<file path="src/core/pm_csr_pkg.sv">
package pm_csr_pkg;

  // Wishbone address width (byte address bits)
  localparam int ADDR_W = 8;

  // Register indices; the byte address is four times the index
  localparam logic [5:0] PM_WORD_INDEX = 6'h04;  // Power management control/status
  localparam logic [5:0] DATA_INDEX  = 6'h07;  // Optional data byte
  localparam logic [5:0] IRQ_STAT_INDEX = 6'h08;  // Sticky event status, write one to clear
  localparam logic [5:0] IRQ_MASK_INDEX = 6'h09;  // Interrupt mask, same layout
  localparam logic [5:0] CAP_INDEX   = 6'h0A;  // Capability readback

  // Control/status field positions
  localparam int WAKE_FLAG_BIT  = 15;  // Wake event flag
  localparam int SCALE_LSB      = 13;  // Scaling factor field, two bits
  localparam int SELECT_LSB     = 9;   // Data selector field, four bits
  localparam int WAKE_ALLOW_BIT = 8;   // Wake assertion allow
  localparam int STATE_LSB      = 0;   // Power state field, two bits

  // Capability field positions
  localparam int CAP_COLD_BIT = 15;  // Wake from cold supported
  localparam int CAP_D2_BIT   = 10;  // D2 supported
  localparam int CAP_D1_BIT   = 9;   // D1 supported

  // Event bits of the interrupt status and mask registers
  localparam int EV_WAKE_BIT  = 0;  // Wake event seen
  localparam int EV_STATE_BIT = 1;  // Power state changed
  localparam int EV_W         = 2;  // Number of event bits

  // Reset values
  localparam logic [1:0]      STATE_RST  = 2'h0;
  localparam logic [3:0]      SELECT_RST = 4'h0;
  localparam logic [EV_W-1:0] EV_RST     = 2'h0;
  localparam logic [7:0]      DATA_RST   = 8'h00;

  // Power state encodings
  typedef enum logic [1:0] {
    ST_D0    = 2'h0,
    ST_D1    = 2'h1,
    ST_D2    = 2'h2,
    ST_D3HOT = 2'h3
  } power_state_t;

endpackage

</file>
<file path="src/core/pci_pm_control_status.sv">
// Our own choice: register access over Wishbone.
`timescale 1ns/100ps
// Operation
// - Control/status word at offset four, 16 bits
// - Wake event sets flag regardless of allow
// - Write one clears flag; zero keeps it
// - With cold wake, flag/allow survive reset
// - Without cold wake, reset clears flag/allow
// - Allow bit gates wake output entirely
// - Bits 14:13 read-only scaling factor
// - Bits 12:9 select reported data item
// - No data register: scale/select read zero
// - Bits 1:0 hold power state D0-D3hot
// - Unsupported state write completes, is discarded
// - Strap at power-on sets cold wake support
// - Data byte returns selected item, reads zero when absent
module pci_pm_control_status
  import pm_csr_pkg::*;
#(
  parameter bit DATA_PRESENT = 1'b1,  // Optional data register built
  parameter bit D1_SUPPORT   = 1'b1,  // D1 accepted
  parameter bit D2_SUPPORT   = 1'b1   // D2 accepted
) (
  input  wire logic              clk_i,                  // System clock, 10 MHz
  input  wire logic              rst_i,                  // Sync reset, active high
  input  wire logic              aux_rst_i,              // Power-on reset, clears sticky bits
  input  wire logic              fourth_port_led_strap_i, // Strap, sampled in power-on reset
  input  wire logic              wake_event_i,           // Wake event pulse
  input  wire logic [7:0]        data_value_i,           // Value of the selected item
  input  wire logic [1:0]        data_scale_i,           // Scale of the selected item
  input  wire logic              wb_cyc_i,               // Wishbone cycle
  input  wire logic              wb_stb_i,               // Wishbone strobe
  input  wire logic              wb_we_i,                // Wishbone write enable
  input  wire logic [ADDR_W-1:0] wb_adr_i,               // Wishbone byte address
  input  wire logic [3:0]        wb_sel_i,               // Wishbone byte selects
  input  wire logic [31:0]       wb_dat_i,               // Wishbone write data
  output logic      [31:0]       wb_dat_o,               // Wishbone read data
  output logic                   wb_ack_o,               // Wishbone acknowledge
  output logic      [3:0]        data_select_o,          // Item selector to data source
  output logic      [1:0]        power_state_o,          // Current power state
  output logic                   wake_n_o,               // Wake request, active low
  output logic                   irq_o                   // Level interrupt
);

  // Stored state
  logic              cold_wake_support_r;    // Strap capture
  logic              wake_event_flag_r;      // Sticky wake flag
  logic              wake_assert_allow_r;    // Wake output allowed
  logic [3:0]        select_r;               // Data selector
  logic [1:0]        power_state_field_r;    // Power state
  logic [EV_W-1:0]   ev_stat_r;              // Interrupt status
  logic [EV_W-1:0]   ev_mask_r;              // Interrupt mask
  logic              ack_r;                  // Bus acknowledge
  logic [31:0]       dat_r;                  // Bus read data
  logic              wake_event_flag_nxt;    // Next flag
  logic [EV_W-1:0]   ev_stat_nxt;            // Next status

  // Bus decode
  wire               req       = wb_cyc_i & wb_stb_i;
  wire               take      = req & ~ack_r;            // Request seen, answer next edge
  wire               wr_fire   = req & wb_we_i & ack_r;   // Write lands on the ack edge
  wire [5:0]         word_idx  = wb_adr_i[ADDR_W-1:2];
  wire               hit_pm    = (word_idx == PM_WORD_INDEX);
  wire               hit_data  = (word_idx == DATA_INDEX);
  wire               hit_stat  = (word_idx == IRQ_STAT_INDEX);
  wire               hit_mask  = (word_idx == IRQ_MASK_INDEX);
  wire               hit_cap   = (word_idx == CAP_INDEX);

  // Requested state and whether this part accepts it
  // Only D1 and D2 are optional; D0 and D3hot always pass
  wire [1:0]         st_req    = wb_dat_i[STATE_LSB +: 2];
  wire               st_ok     = (st_req == ST_D0) | (st_req == ST_D3HOT) |
                                 ((st_req == ST_D1) & D1_SUPPORT) |
                                 ((st_req == ST_D2) & D2_SUPPORT);
  // reject whole write
  // Needs the low byte enabled; an upper-byte-only write carries no state
  wire               st_reject = wb_sel_i[0] & ~st_ok;
  wire               pm_wr     = wr_fire & hit_pm & ~st_reject;
  wire               pm_hi_wr  = pm_wr & wb_sel_i[1];  // Flag, select, allow byte
  wire               pm_lo_wr  = pm_wr & wb_sel_i[0];  // State byte
  wire               flag_w1c  = pm_hi_wr & wb_dat_i[WAKE_FLAG_BIT];
  // Rewriting the same state raises no event, so polling software stays quiet
  wire               state_chg = pm_lo_wr & (st_req != power_state_field_r);
  wire [EV_W-1:0]    ev_set    = {state_chg, wake_event_i};
  wire [EV_W-1:0]    ev_clr    = (wr_fire & hit_stat & wb_sel_i[0]) ?
                                 wb_dat_i[EV_W-1:0] : EV_RST;

  // Fields as read back; zeroes scale and select when absent
  // scale is read-only
  wire [1:0]         scaling_factor_field = DATA_PRESENT ? data_scale_i : 2'h0;
  wire [3:0]         select_view = DATA_PRESENT ? select_r : SELECT_RST;
  wire [15:0]        pm_word;
  // reserved bits 7:2 always read zero, writes to them are dropped
  assign pm_word = {wake_event_flag_r, scaling_factor_field, select_view,
                    wake_assert_allow_r, 6'h00, power_state_field_r};
  wire [7:0]         data_view = DATA_PRESENT ? data_value_i : DATA_RST;
  wire [15:0]        cap_word  = {cold_wake_support_r, 4'h0, D2_SUPPORT, D1_SUPPORT, 9'h000};

  // Read multiplexer; unmapped words answer with zero
  wire [31:0]        rd_data =
    hit_pm   ? {16'h0000, pm_word} :
    hit_data ? {24'h00_0000, data_view} :
    hit_stat ? {30'h0000_0000, ev_stat_r} :
    hit_mask ? {30'h0000_0000, ev_mask_r} :
    hit_cap  ? {16'h0000, cap_word} : 32'h0000_0000;

  // Wake flag next value; a new event beats a clear in the same cycle
  // set regardless of allow
  always_comb begin
    wake_event_flag_nxt = wake_event_i | (wake_event_flag_r & ~flag_w1c);
  end

  // Interrupt status next value, set wins over clear
  always_comb begin
    ev_stat_nxt = ev_set | (ev_stat_r & ~ev_clr);
  end

  // Bus answer one cycle after the request; data registered with it
  always_ff @(posedge clk_i) begin
    if (rst_i) begin
      ack_r <= 1'b0;
      dat_r <= 32'h0000_0000;
    end else begin
      ack_r <= take;
      dat_r <= take ? rd_data : dat_r;
    end
  end

  // strap followed while power-on reset is held, frozen at release
  always_ff @(posedge clk_i) begin
    if (aux_rst_i) begin
      cold_wake_support_r <= fourth_port_led_strap_i;
    end
  end

  // Sticky wake bits: only power-on reset clears them when cold wake exists
  always_ff @(posedge clk_i) begin
    if (aux_rst_i) begin
      wake_event_flag_r   <= 1'b0;
      wake_assert_allow_r <= 1'b0;
    end else if (rst_i && !cold_wake_support_r) begin
      wake_event_flag_r   <= 1'b0;
      wake_assert_allow_r <= 1'b0;
    end else begin
      wake_event_flag_r   <= wake_event_flag_nxt;
      wake_assert_allow_r <= pm_hi_wr ? wb_dat_i[WAKE_ALLOW_BIT] : wake_assert_allow_r;
    end
  end

  // Selector and power state, ordinary reset
  always_ff @(posedge clk_i) begin
    if (rst_i || aux_rst_i) begin
      select_r            <= SELECT_RST;
      power_state_field_r <= STATE_RST;
    end else begin
      select_r            <= pm_hi_wr ? wb_dat_i[SELECT_LSB +: 4] : select_r;
      power_state_field_r <= pm_lo_wr ? st_req : power_state_field_r;
    end
  end

  // Interrupt status and mask
  always_ff @(posedge clk_i) begin
    if (rst_i || aux_rst_i) begin
      ev_stat_r <= EV_RST;
      ev_mask_r <= EV_RST;
    end else begin
      ev_stat_r <= ev_stat_nxt;
      ev_mask_r <= (wr_fire && hit_mask && wb_sel_i[0]) ? wb_dat_i[EV_W-1:0] : ev_mask_r;
    end
  end

  // Outputs; wake output is a function of two flops only, no glitch source
  assign wb_ack_o      = ack_r;
  assign wb_dat_o      = dat_r;
  assign data_select_o = select_view;
  assign power_state_o = power_state_field_r;
  assign wake_n_o      = ~(wake_event_flag_r & wake_assert_allow_r);
  assign irq_o         = |(ev_stat_r & ev_mask_r);
endmodule

</file>
<file path="config.mk">
export PLATFORM = sky130hd
export DESIGN_NAME = pci_pm_control_status
export DESIGN_NICKNAME = d
export VERILOG_FILES = /design/src/core/pm_csr_pkg.sv /design/src/core/pci_pm_control_status.sv
export SDC_FILE = /design/constraint.sdc
export NUM_CORES = 1
export LEC_CHECK = 0
export ABC_AREA = 1
export BUFFER_PORTS_ARGS = -buffer_cell sky130_fd_sc_hd__buf_2
export CELL_PAD_IN_SITES_DETAIL_PLACEMENT = 0
export CELL_PAD_IN_SITES_GLOBAL_PLACEMENT = 1
export CORE_MARGIN = 5
export CORE_UTILIZATION = 27
export CTS_CLUSTER_SIZE = 14
export DETAILED_ROUTE_END_ITERATION = 7
export PLACE_DENSITY_LB_ADDON = 0.15
export SLEW_MARGIN = 20
export SYNTH_ARGS = -nofsm -noshare
export SYNTH_HDL_FRONTEND = slang
export SYNTH_SLANG_ARGS = --single-unit
</file>
<file path="constraint.sdc">
create_clock -name clk_i -period 1.2 [get_ports clk_i]
set_input_delay 0.12 -clock clk_i [delete_from_list [all_inputs] [get_ports clk_i]]
set_output_delay 0.12 -clock clk_i [all_outputs]
set_load 0.01 [all_outputs]
</file>
==> flow_summary.rst, run 1 <==
.. list-table::
   :header-rows: 1

   * - Metric
     - Value
   * - Run status
     - finished, final reports clean
   * - Number of nets in the layout
     - 353
   * - Endpoint class of the critical path
     - flip-flop
   * - Worst hold-check slack
     - 58.2 ps
   * - First-pass GRT wire length
     - 6.75 mm
   * - Die Span Y
     - 85.1 um
   * - Area share of the leading cell type in the synthesized netlist
     - 0.381
   * - Final hold violation count
     - 0
   * - Hold Startpoint
     - wb_dat_i[9]
   * - Launch instance of the worst register-to-register path
     - wb_ack_o
   * - CP Data Arrival Time
     - 1350 ps
   * - Number of top-level pins
     - 103
   * - Synth-to-Final Area Change
     - 39.4%
   * - CTS sink cnt
     - 30
   * - Synth top area cells
     - dfxtp_1 38%, buf_4 7.9%, nand2_1 7.6%
   * - Vias in the first global route
     - 1452
   * - Antenna violation net count after detailed routing
     - 0
   * - Count of maximum capacitance violations
     - 0
   * - Clock Skews
     - 4.11 ps
   * - FF+latch count, synth
     - 30
   * - Routed via count
     - 1498
   * - Number of enable flip-flop cells after synthesis
     - 1
   * - Worst Setup Start Kind
     - flip-flop
   * - Pin count of the biggest net entering global routing
     - 16
   * - Dominant cell type by area after synthesis
     - dfxtp_1
   * - FF-to-FF End
     - ev_stat_r[0]
   * - Highest fanout seen on the critical path
     - 3
   * - Unrepaired setup endpoints after global routing
     - yes
   * - Final setup viols
     - 0
   * - Clock insertion delay at the later pin of the skew report
     - 280 ps
   * - IO Port Bufs
     - 58
   * - Number of buffers inserted during clock tree synthesis
     - 5
   * - FILL cells
     - 616
   * - Final core area utilization
     - 0.385
   * - Number of library cell types mapped by synthesis
     - 24
   * - Met2 Use GR
     - 0.187
   * - Storage element area
     - 612 um^2
   * - Multi-input combinational cell area
     - 763 um^2
   * - Initial antenna violation count
     - 0
   * - Final count of pins violating max slew
     - 0
   * - Synth warn
     - 0
   * - Setup slack of the worst register-to-register path
     - 20 ps
   * - Share of the yosys chip area belonging to registers
     - 0.401
   * - Worst setup path class
     - flip-flop to flip-flop
   * - Sum of net half-perimeters after detailed placement
     - 3.37 mm
   * - Upper clock frequency limit
     - 850 MHz
   * - GPL Wtd Cong
     - 0.781
   * - Fraction of met3 tracks used by global routing
     - 0.0359
   * - Clock H-tree levels
     - 2
   * - Worst hold path class
     - input port to flip-flop
   * - Effective utilization at floorplan
     - 0.277
   * - Critical-path top delay cell
     - dfxtp_2
   * - Leakage Power
     - 0.00109 uW
   * - GRT Residual Overflow
     - 0
   * - Worst path max stage delay
     - 370 ps
   * - Total wirelength of the detailed-routed design
     - 4.25 mm
   * - First drt pass iteration count
     - 4
   * - Number of rows created at floorplan
     - 27
   * - VDD IR max
     - 0.494 mV
   * - Cells along the critical path
     - nand2_2 -> nor3_4 -> buf_4 -> nand3_1 -> nand2_1 -> a21oi_1
   * - Library cell with the highest instance count after synthesis
     - nand2_1
   * - Non-filler instance count after layout
     - 364
   * - Clock Root Buffer
     - clkbuf_8
   * - Met1 Use GR
     - 0.148
   * - Clock-pin slew of the registers on the worst-case setup and hold paths
     - 70 ps
   * - Die X-Extent
     - 85.1 um
   * - Synthesized area divided by synthesized cell count
     - 7.22 um^2
   * - WL/cell
     - 11.7 um
   * - Max Buffers Root-to-Sink
     - 2
   * - Fin crit period
     - 1180 ps
   * - Number of violations reported at the end of detailed-routing iteration 0
     - 59
   * - Fraction of final layout cells with drive strength greater than 1
     - 0.356
   * - Crit path required time
     - 1380 ps
   * - Number of vias per cell after detailed routing
     - 4.12
   * - Global routing usage summed across all routing layers
     - 0.118
   * - GR peak layer
     - met2
   * - Antenna diodes
     - 0
   * - Leading cell types by count after synthesis
     - 31 x nand2_1, 29 x dfxtp_1, 29 x nor2_1
   * - Area of the core
     - 0.00551 mm^2
   * - Top FF cell, synth
     - dfxtp_1
   * - Async set-reset flop share out of synthesis
     - 0
   * - Synth Instances
     - 211
   * - # DRC
     - 0
   * - Depth of the most critical reg-to-reg path
     - 6
   * - Launching instance or port of the critical path
     - wb_ack_o
   * - TritonCTS clock tree
     - yes
   * - Cell area after synthesis
     - 0.00152 mm^2
   * - Dpl cells
     - 352
   * - End point of the critical path
     - ev_stat_r[0]
   * - Power per cell area
     - 1040 mW/mm^2
   * - Fraction of the cycle the final worst path needs
     - 0.980
   * - Die ar.
     - 0.00724 mm^2
## state kept, by name, summed over array words and instances (netlist names), 2 cells and up
name,flops
power_state_o,2
data_select_o,4
wb_dat_o,16
ev_mask_r,2
ev_stat_r,2
## logic make-up (layout without fill, tap and decap cells)
family                 Yosys count  after routing  synth area share
other                            1             16           0.00246
AND/OR/NAND/NOR                 98             98             0.313
XOR/XNOR                         2              2            0.0115
buffers and inverters           47            113             0.161
flip-flops                      30             30             0.401
AO/OA/AOI/OAI                   33             33             0.111
## routing by layer
layer	share of wire	vias up	routed length (um)
li1	-	806	-
met1	0.45	637	1910
met2	0.46	53	1970
met3	0.078	2	332
met4	0.0061	0	26
met5	0	-	0
## stage by stage
step           setup WS [ps]  instance area [um^2]  power, uW  setup TNS (ps)
2_1_floorplan           48.8                  1580       1240               0
3_3_place_gp            6.36                  1950       1350               0
3_5_place_dp            1.86                  1950       1350               0
4_1_cts                -2.90                  2060       2240           -3.32
5_1_grt                -38.3                  2120       2320            -189
6_report                24.2                  2120       2200               0
## what timing repair did
action / in CTS / in global routing
hold buffers: 1 / 0
endpoints found under the hold margin: 1 / 0
endpoints found under the setup margin: 8 / 17
resized for setup: 1 / 13
pin swaps: 1 / 2
buffers inserted: 0 / 3
## area by class of cell
type / instances / area share
Timing Repair Buffer: 77 / 0.213
Clock buffer: 6 / 0.0389
Multi-Input combinational cell: 149 / 0.360
Tap cell: 72 / 0.0425
Clock inverter: 2 / 0.00590
Sequential cell: 30 / 0.288
Inverter: 28 / 0.0519
## worst max-delay path, delay by kind of cell (launching register included)
kind,cells,cell delay [ps]
and+or+nand+nor,4,500
DFF,1,370
buffers and inverters,1,150
AOI/OAI and AO/OA,1,50
## worst min-delay path by stage
stage                                     end  cells past startpoint
after floorplan                      wb_ack_o                      1
after global placement    cold_wake_support_r                      1
after detailed placement  cold_wake_support_r                      1
after CTS                 cold_wake_support_r                      1
after global routing      cold_wake_support_r                      1
final                        data_select_o[0]                      3
## placed cells by master, fill, tap and decap left out, drive strengths merged
cell type,instances
conb,16
dlygate4sd3,1
inv,27
a22o,1
nand2,35
o21ai,20
nand4,7
clkinv,2
nor3,3
a21oi,12
xnor2,2
clkbuf,6
dfxtp,29
nand3,18
buf,76
edfxtp,1
nor2,35
clkinvlp,1
## where the power goes
group | switching (uW) | internal [uW]
Clock | 397 | 460
Combinational | 173 | 125
Sequential | 16.9 | 1030
(Power assumes the default switching activity.)
==> run 2: changes to the inputs <==
--- a/config.mk
+++ b/config.mk
@@ -9,7 +9,6 @@
 export BUFFER_PORTS_ARGS = -buffer_cell sky130_fd_sc_hd__buf_2
 export CELL_PAD_IN_SITES_DETAIL_PLACEMENT = 0
 export CELL_PAD_IN_SITES_GLOBAL_PLACEMENT = 1
-export CORE_MARGIN = 5
 export CORE_UTILIZATION = 27
 export CTS_CLUSTER_SIZE = 14
 export DETAILED_ROUTE_END_ITERATION = 7
==> run 2 against run 1 <==
Sequential power is essentially flat; hold slack lost 2.3 ps; fmax grew 0.93%; critical path type unchanged; critical endpoint is now power_state_o[0]; largest cell class unchanged.
==> flow_summary.rst, run 2 (synthesis results as in run 1) <==
.. list-table::
   :header-rows: 1

   * - Metric
     - Value
   * - First-pass GRT wire length
     - 6.74 mm
   * - Final setup viols
     - 0
   * - Number of violations reported at the end of detailed-routing iteration 0
     - 66
   * - IO Port Bufs
     - 58
   * - Total wirelength of the detailed-routed design
     - 4.02 mm
   * - Die X-Extent
     - 77.1 um
   * - Sum of net half-perimeters after detailed placement
     - 3.16 mm
   * - Area of the core
     - 0.00527 mm^2
   * - Share of total power in the clock network
     - 0.393
   * - Pin count of the biggest net entering global routing
     - 15
   * - Switching power total
     - 598 uW
   * - Clock H-tree levels
     - 2
   * - Worst Hold Path Cells
     - 3
   * - Net switching share of the total power
     - 0.270
   * - Worst Hold End
     - data_select_o[3]
   * - GPL Wtd Cong
     - 0.756
   * - Number of vias per cell after detailed routing
     - 4.10
   * - Fin crit period
     - 1160 ps
   * - Design internal power
     - 1610 uW
   * - Effective utilization at floorplan
     - 0.289
   * - Hold Startpoint
     - wb_dat_i[12]
   * - Max Used Layer
     - met4
   * - Commonest cells after routing, fill and taps aside
     - 58 x buf_2, 30 x nand2_1, 29 x nor2_1
   * - FF-to-FF End
     - power_state_o[0]
   * - Least setup slack across all paths after layout
     - 35.0 ps
   * - # DRC
     - 0
   * - GRT Residual Overflow
     - 0
   * - Non-filler instance count after layout
     - 362
   * - Metal2 WL
     - 1.79 mm
   * - Routed via count
     - 1486
   * - First drt pass iteration count
     - 4
   * - Flip-flop count of the largest register after layout
     - 16
   * - Antenna violation net count after detailed routing
     - 0
   * - Die ar.
     - 0.00594 mm^2
   * - Synth-to-Final Area Change
     - 38.4%
   * - Worst setup path class
     - flip-flop to flip-flop
   * - Max Buffers Root-to-Sink
     - 2
   * - Fraction of final layout cells with drive strength greater than 1
     - 0.349
   * - Initial antenna violation count
     - 0
   * - Number of nets in the layout
     - 353
   * - CP Data Arrival Time
     - 1340 ps
   * - Post-route cell area
     - 0.00211 mm^2
   * - Clock insertion delay at the later pin of the skew report
     - 280 ps
   * - Worst hold path class
     - input port to flip-flop
   * - Number of buffers inserted during clock tree synthesis
     - 5
   * - Dpl cells
     - 351
   * - Wl on met1
     - 1.99 mm
   * - Fraction of the cycle the final worst path needs
     - 0.971
   * - Number of top-level pins
     - 103
   * - WL/cell
     - 11.1 um
   * - Clock Skews
     - 3.35 ps
   * - Number of rows created at floorplan
     - 26
   * - Vias in the first global route
     - 1432
   * - Worst Setup Start Kind
     - flip-flop
   * - Clock-pin slew of the registers on the worst-case setup and hold paths
     - 70 ps
   * - Antenna diodes
     - 0
   * - Die Span Y
     - 77.1 um
   * - CTS sink cnt
     - 30
   * - TritonCTS clock tree
     - yes
   * - Sequential group share of total power
     - 0.472
   * - Unrepaired setup endpoints after global routing
     - yes
   * - Power per cell area
     - 1050 mW/mm^2
   * - Global routing usage summed across all routing layers
     - 0.147
   * - Endpoint class of the critical path
     - flip-flop
   * - Leakage Power
     - 0.00109 uW
   * - Amount of wire on met3 after detailed routing
     - 197 um
   * - Part of the total power dissipated in combinational logic
     - 0.134
   * - Run status
     - finished, final reports clean
   * - Count of maximum capacitance violations
     - 0
   * - Crit path required time
     - 1380 ps
   * - Upper clock frequency limit
     - 858 MHz
   * - Depth of the most critical reg-to-reg path
     - 5
   * - Final hold violation count
     - 0
   * - Most frequent standard cell in the layout excluding fill and tap cells
     - buf_2
   * - Setup slack of the worst register-to-register path
     - 40 ps
   * - Highest fanout seen on the critical path
     - 3
   * - Final count of pins violating max slew
     - 0
   * - Setup slack at placement
     - 8.30 ps
   * - Launch instance of the worst register-to-register path
     - wb_ack_o
   * - Area after DPL
     - 0.00194 mm^2
   * - VDD IR max
     - 0.551 mV
   * - Clock Root Buffer
     - clkbuf_8
-- run 2: cell counts in the layout (fill, tap and decap cells not counted) --
No cell type changed its count.
-- run 2: per-stage QoR --
stage,total power (uW),TNS [ps],utilization,hold WS [ps]
6_report,2210,0,0.400,55.9
5_1_grt,2340,-79.6,0.400,59.2
4_1_cts,2240,0,0.389,46.8
3_5_place_dp,1350,0,0.368,299
3_3_place_gp,1350,-4.40,0.368,300
2_1_floorplan,1240,0,-,198
-- run 2: power groups by stage --
stage | Sequential [uW] | Combinational, uW | Clock (uW)
2_1_floorplan | 1080 | 163 | 0
3_3_place_gp | 1070 | 284 | 0
3_5_place_dp | 1070 | 283 | 0
4_1_cts | 1050 | 287 | 905
5_1_grt | 1050 | 334 | 954
6_report | 1040 | 297 | 870
-- run 2: worst max-delay path, cell delays in order (launching register included) --
cell	delay, ps
dfxtp_4	370
nand2_2	90
nor3_4	230
nand2_1	120
o21ai_0	190
nor2_1	50
-- run 2: how the worst max path moves through the flow --
stage	start	end	depth (start not counted)
after floorplan	wb_ack_o	ev_mask_r[0]	5
after global placement	wb_ack_o	data_select_o[1]	5
after detailed placement	wb_ack_o	data_select_o[1]	5
after CTS	wb_ack_o	data_select_o[1]	5
after global routing	wb_ack_o	wb_dat_o[7]	6
final	wb_ack_o	power_state_o[0]	5
-- run 2: what timing repair did --
action / in CTS / in global routing
buffers inserted: 0 / 2
pin swaps: 2 / 7
hold buffers: 1 / 0
resized for setup: 3 / 12
setup endpoints to repair: 2 / 17
endpoints found under the hold margin: 1 / 0
-- run 2: metal layers --
metal,up-vias,global-route usage
li1,805,-
met2,50,0.229
met4,0,0.0623
met1,627,0.190
met3,4,0.0393
met5,-,0
-- run 2: final cells by class --
cell class	instances	area [um^2]
Fill cell	602	3160
Multi-Input combinational cell	149	757
Sequential cell	30	614
Timing Repair Buffer	77	443
Inverter	28	110
Tap cell	70	87.6
Clock buffer	6	82.6
Clock inverter	2	12.5
==> run 3: changes to the inputs <==
--- a/config.mk
+++ b/config.mk
@@ -9,10 +9,12 @@
 export BUFFER_PORTS_ARGS = -buffer_cell sky130_fd_sc_hd__buf_2
 export CELL_PAD_IN_SITES_DETAIL_PLACEMENT = 0
 export CELL_PAD_IN_SITES_GLOBAL_PLACEMENT = 1
-export CORE_UTILIZATION = 27
+export CORE_UTILIZATION = 28
+export CTS_BUF_LIST = sky130_fd_sc_hd__clkbuf_8
 export CTS_CLUSTER_SIZE = 14
 export DETAILED_ROUTE_END_ITERATION = 7
 export PLACE_DENSITY_LB_ADDON = 0.15
+export REMOVE_ABC_BUFFERS = 1
 export SLEW_MARGIN = 20
 export SYNTH_ARGS = -nofsm -noshare
 export SYNTH_HDL_FRONTEND = slang
==> run 3 against run 2 <==
Worst setup slack worse by 21 ps; combinational power rose by 2%; sequential share of layout area is 0.34 points lower; power grew 7.7%; clock skew is 4.2 ps higher; core utilization rose by 1.1 points; routed wire length is 2.1% lower; via count up 0.61%; die area decreased by 3.5%.
==> flow_summary.rst, run 3 (synthesis results as in run 1) <==
.. list-table::
   :header-rows: 1

   * - Metric
     - Value
   * - Worst Hold End
     - cold_wake_support_r
   * - # DRC
     - 0
   * - Net switching share of the total power
     - 0.235
   * - Number of buffers inserted during clock tree synthesis
     - 5
   * - Number of top-level pins
     - 103
   * - Initial antenna violation count
     - 0
   * - Depth of the most critical reg-to-reg path
     - 6
   * - Effective utilization at floorplan
     - 0.294
   * - Most Frequent Cell on Critical Path
     - nor2_4
   * - PnR Total Power
     - 2380 uW
   * - Run status
     - finished, final reports clean
   * - Switching power total
     - 560 uW
   * - Worst hold path class
     - input port to flip-flop
   * - Routed via count
     - 1495
   * - Fraction of final layout cells with drive strength greater than 1
     - 0.356
   * - Setup slack of the worst register-to-register path
     - 10 ps
   * - Fin crit period
     - 1190 ps
   * - Hold Startpoint
     - fourth_port_led_strap_i
   * - Global routing usage summed across all routing layers
     - 0.151
   * - Vias in the first global route
     - 1355
   * - Number of nets in the layout
     - 351
   * - Sum of net half-perimeters after detailed placement
     - 3.07 mm
   * - Setup TNS after final layout
     - 0 ps
   * - First drt pass iteration count
     - 4
   * - Clock H-tree levels
     - 2
   * - Count of maximum capacitance violations
     - 0
   * - Highest fanout seen on the critical path
     - 6
   * - Clock insertion delay at the later pin of the skew report
     - 280 ps
   * - TritonCTS clock tree
     - yes
   * - Most frequent standard cell in the layout excluding fill and tap cells
     - buf_2
   * - Die Span Y
     - 75.7 um
   * - Synth-to-Final Area Change
     - 39.4%
   * - Worst setup path class
     - flip-flop to flip-flop
   * - Cells along the critical path
     - buf_6 -> nor2_4 -> clkinv_4 -> nor2_4 -> nand4_4 -> o21ai_2
   * - Worst path max stage delay
     - 340 ps
   * - Final setup viols
     - 0
   * - Area of the core
     - 0.00517 mm^2
   * - Max Buffers Root-to-Sink
     - 2
   * - Clock Skews
     - 7.53 ps
   * - WL/cell
     - 11.0 um
   * - Top cell family by delay on the critical path
     - simple AND/OR/NAND/NOR gates
   * - Number of rows created at floorplan
     - 26
   * - FF-to-FF End
     - wb_dat_o[7]
   * - VDD IR max
     - 0.535 mV
   * - Design internal power
     - 1820 uW
   * - GRT Residual Overflow
     - 0
   * - Die X-Extent
     - 75.7 um
   * - Flip-flop count of the largest register after layout
     - 16
   * - GPL Wtd Cong
     - 0.804
   * - Worst Hold Path Cells
     - 1
   * - Final core area utilization
     - 0.410
   * - Unrepaired setup endpoints after global routing
     - yes
   * - Number of vias per cell after detailed routing
     - 4.16
   * - Final hold violation count
     - 0
   * - Pin count of the biggest net entering global routing
     - 15
   * - Hold-fix buffer count after cts
     - 0
   * - Clock Root Buffer
     - clkbuf_8
   * - Crit path required time
     - 1410 ps
   * - CTS sink cnt
     - 30
   * - First-pass GRT wire length
     - 6.32 mm
   * - Antenna violation net count after detailed routing
     - 0
   * - Final count of pins violating max slew
     - 0
   * - Power per cell area
     - 1120 mW/mm^2
   * - Total wirelength of the detailed-routed design
     - 3.94 mm
   * - Upper clock frequency limit
     - 843 MHz
   * - Share of total power in the clock network
     - 0.434
   * - Antenna diodes
     - 0
   * - Worst Setup Start Kind
     - flip-flop
   * - CP Data Arrival Time
     - 1400 ps
   * - Endpoint class of the critical path
     - flip-flop
   * - Part of the total power dissipated in combinational logic
     - 0.127
   * - Worst path buffer plus inverter count
     - 2
   * - Sequential group share of total power
     - 0.440
   * - Fraction of the cycle the final worst path needs
     - 0.989
   * - Launch instance of the worst register-to-register path
     - wb_ack_o
   * - Leakage Power
     - 0.00108 uW
   * - Commonest cells after routing, fill and taps aside
     - 58 x buf_2, 30 x nand2_1, 29 x nor2_1
   * - Clock-pin slew of the registers on the worst-case setup and hold paths
     - 70 ps
   * - Die ar.
     - 0.00574 mm^2
   * - IO Port Bufs
     - 58
   * - Critical-path top delay cell
     - dfxtp_2
   * - Number of violations reported at the end of detailed-routing iteration 0
     - 58
## run 3: cell count changes in the layout (fill, tap and decap cells not counted), sizes merged
cell and delta:
clkinvlp -1, bufinv +1, buf -1, dlygate4sd3 -1
clkinv -1
## run 3: power groups by stage
stage / Sequential (uW) / Combinational [uW] / Clock [uW]
4_1_cts: 1050 / 290 / 1070
2_1_floorplan: 1080 / 121 / 0
6_report: 1050 / 302 / 1030
3_3_place_gp: 1070 / 285 / 0
3_5_place_dp: 1070 / 286 / 0
5_1_grt: 1050 / 348 / 1100
## run 3: worst max path at each step
stage          startpoint          endpoint  slack [ps]  cells past startpoint
3_5_place_dp     wb_ack_o  data_select_o[1]         -20                      5
6_report         wb_ack_o       wb_dat_o[7]          10                      6
4_1_cts          wb_ack_o      ev_mask_r[0]           2                      5
2_1_floorplan    wb_ack_o  data_select_o[1]          -3                      5
5_1_grt          wb_ack_o       wb_dat_o[7]         -60                      6
3_3_place_gp     wb_ack_o  data_select_o[1]         -20                      5
## run 3: metrics by stage
step / cell area (um^2) / std cells / hold slack, ps / setup slack, ps
floorplan: 1440 / 207 / 198 / -3.23
global placement: 1940 / 350 / 299 / -19.2
detailed placement: 1940 / 350 / 299 / -23.6
CTS: 2060 / 357 / 5.33 / 2.39
global route: 2120 / 359 / 10.4 / -55.1
finish: 2120 / 359 / 12.8 / 13.6
## run 3: final cells by class
class                           count  area (um^2)
Sequential cell                    30          612
Multi-Input combinational cell    149          763
Inverter                           28          110
Fill cell                         565         3050
Tap cell                           70         87.6
Clock buffer                        6         82.6
Timing Repair Buffer               75          438
Clock inverter                      1         30.0
## run 3: layer usage
| layer | track usage | part of all wire | up-vias |
|---|---|---|---|
| met5 | 0 | 0 | - |
| met4 | 0.0617 | 0.012 | 0 |
| met3 | 0.0304 | 0.055 | 4 |
| met2 | 0.235 | 0.43 | 49 |
| met1 | 0.203 | 0.50 | 643 |
| li1 | - | - | 799 |
## run 3: what timing repair did
item / 4_1_cts / 5_1_grt
endpoints found under the setup margin: 3 / 20
buffers inserted: 0 / 2
pin swaps: 0 / 6
gates cloned: 0 / 0
resized for setup: 2 / 14
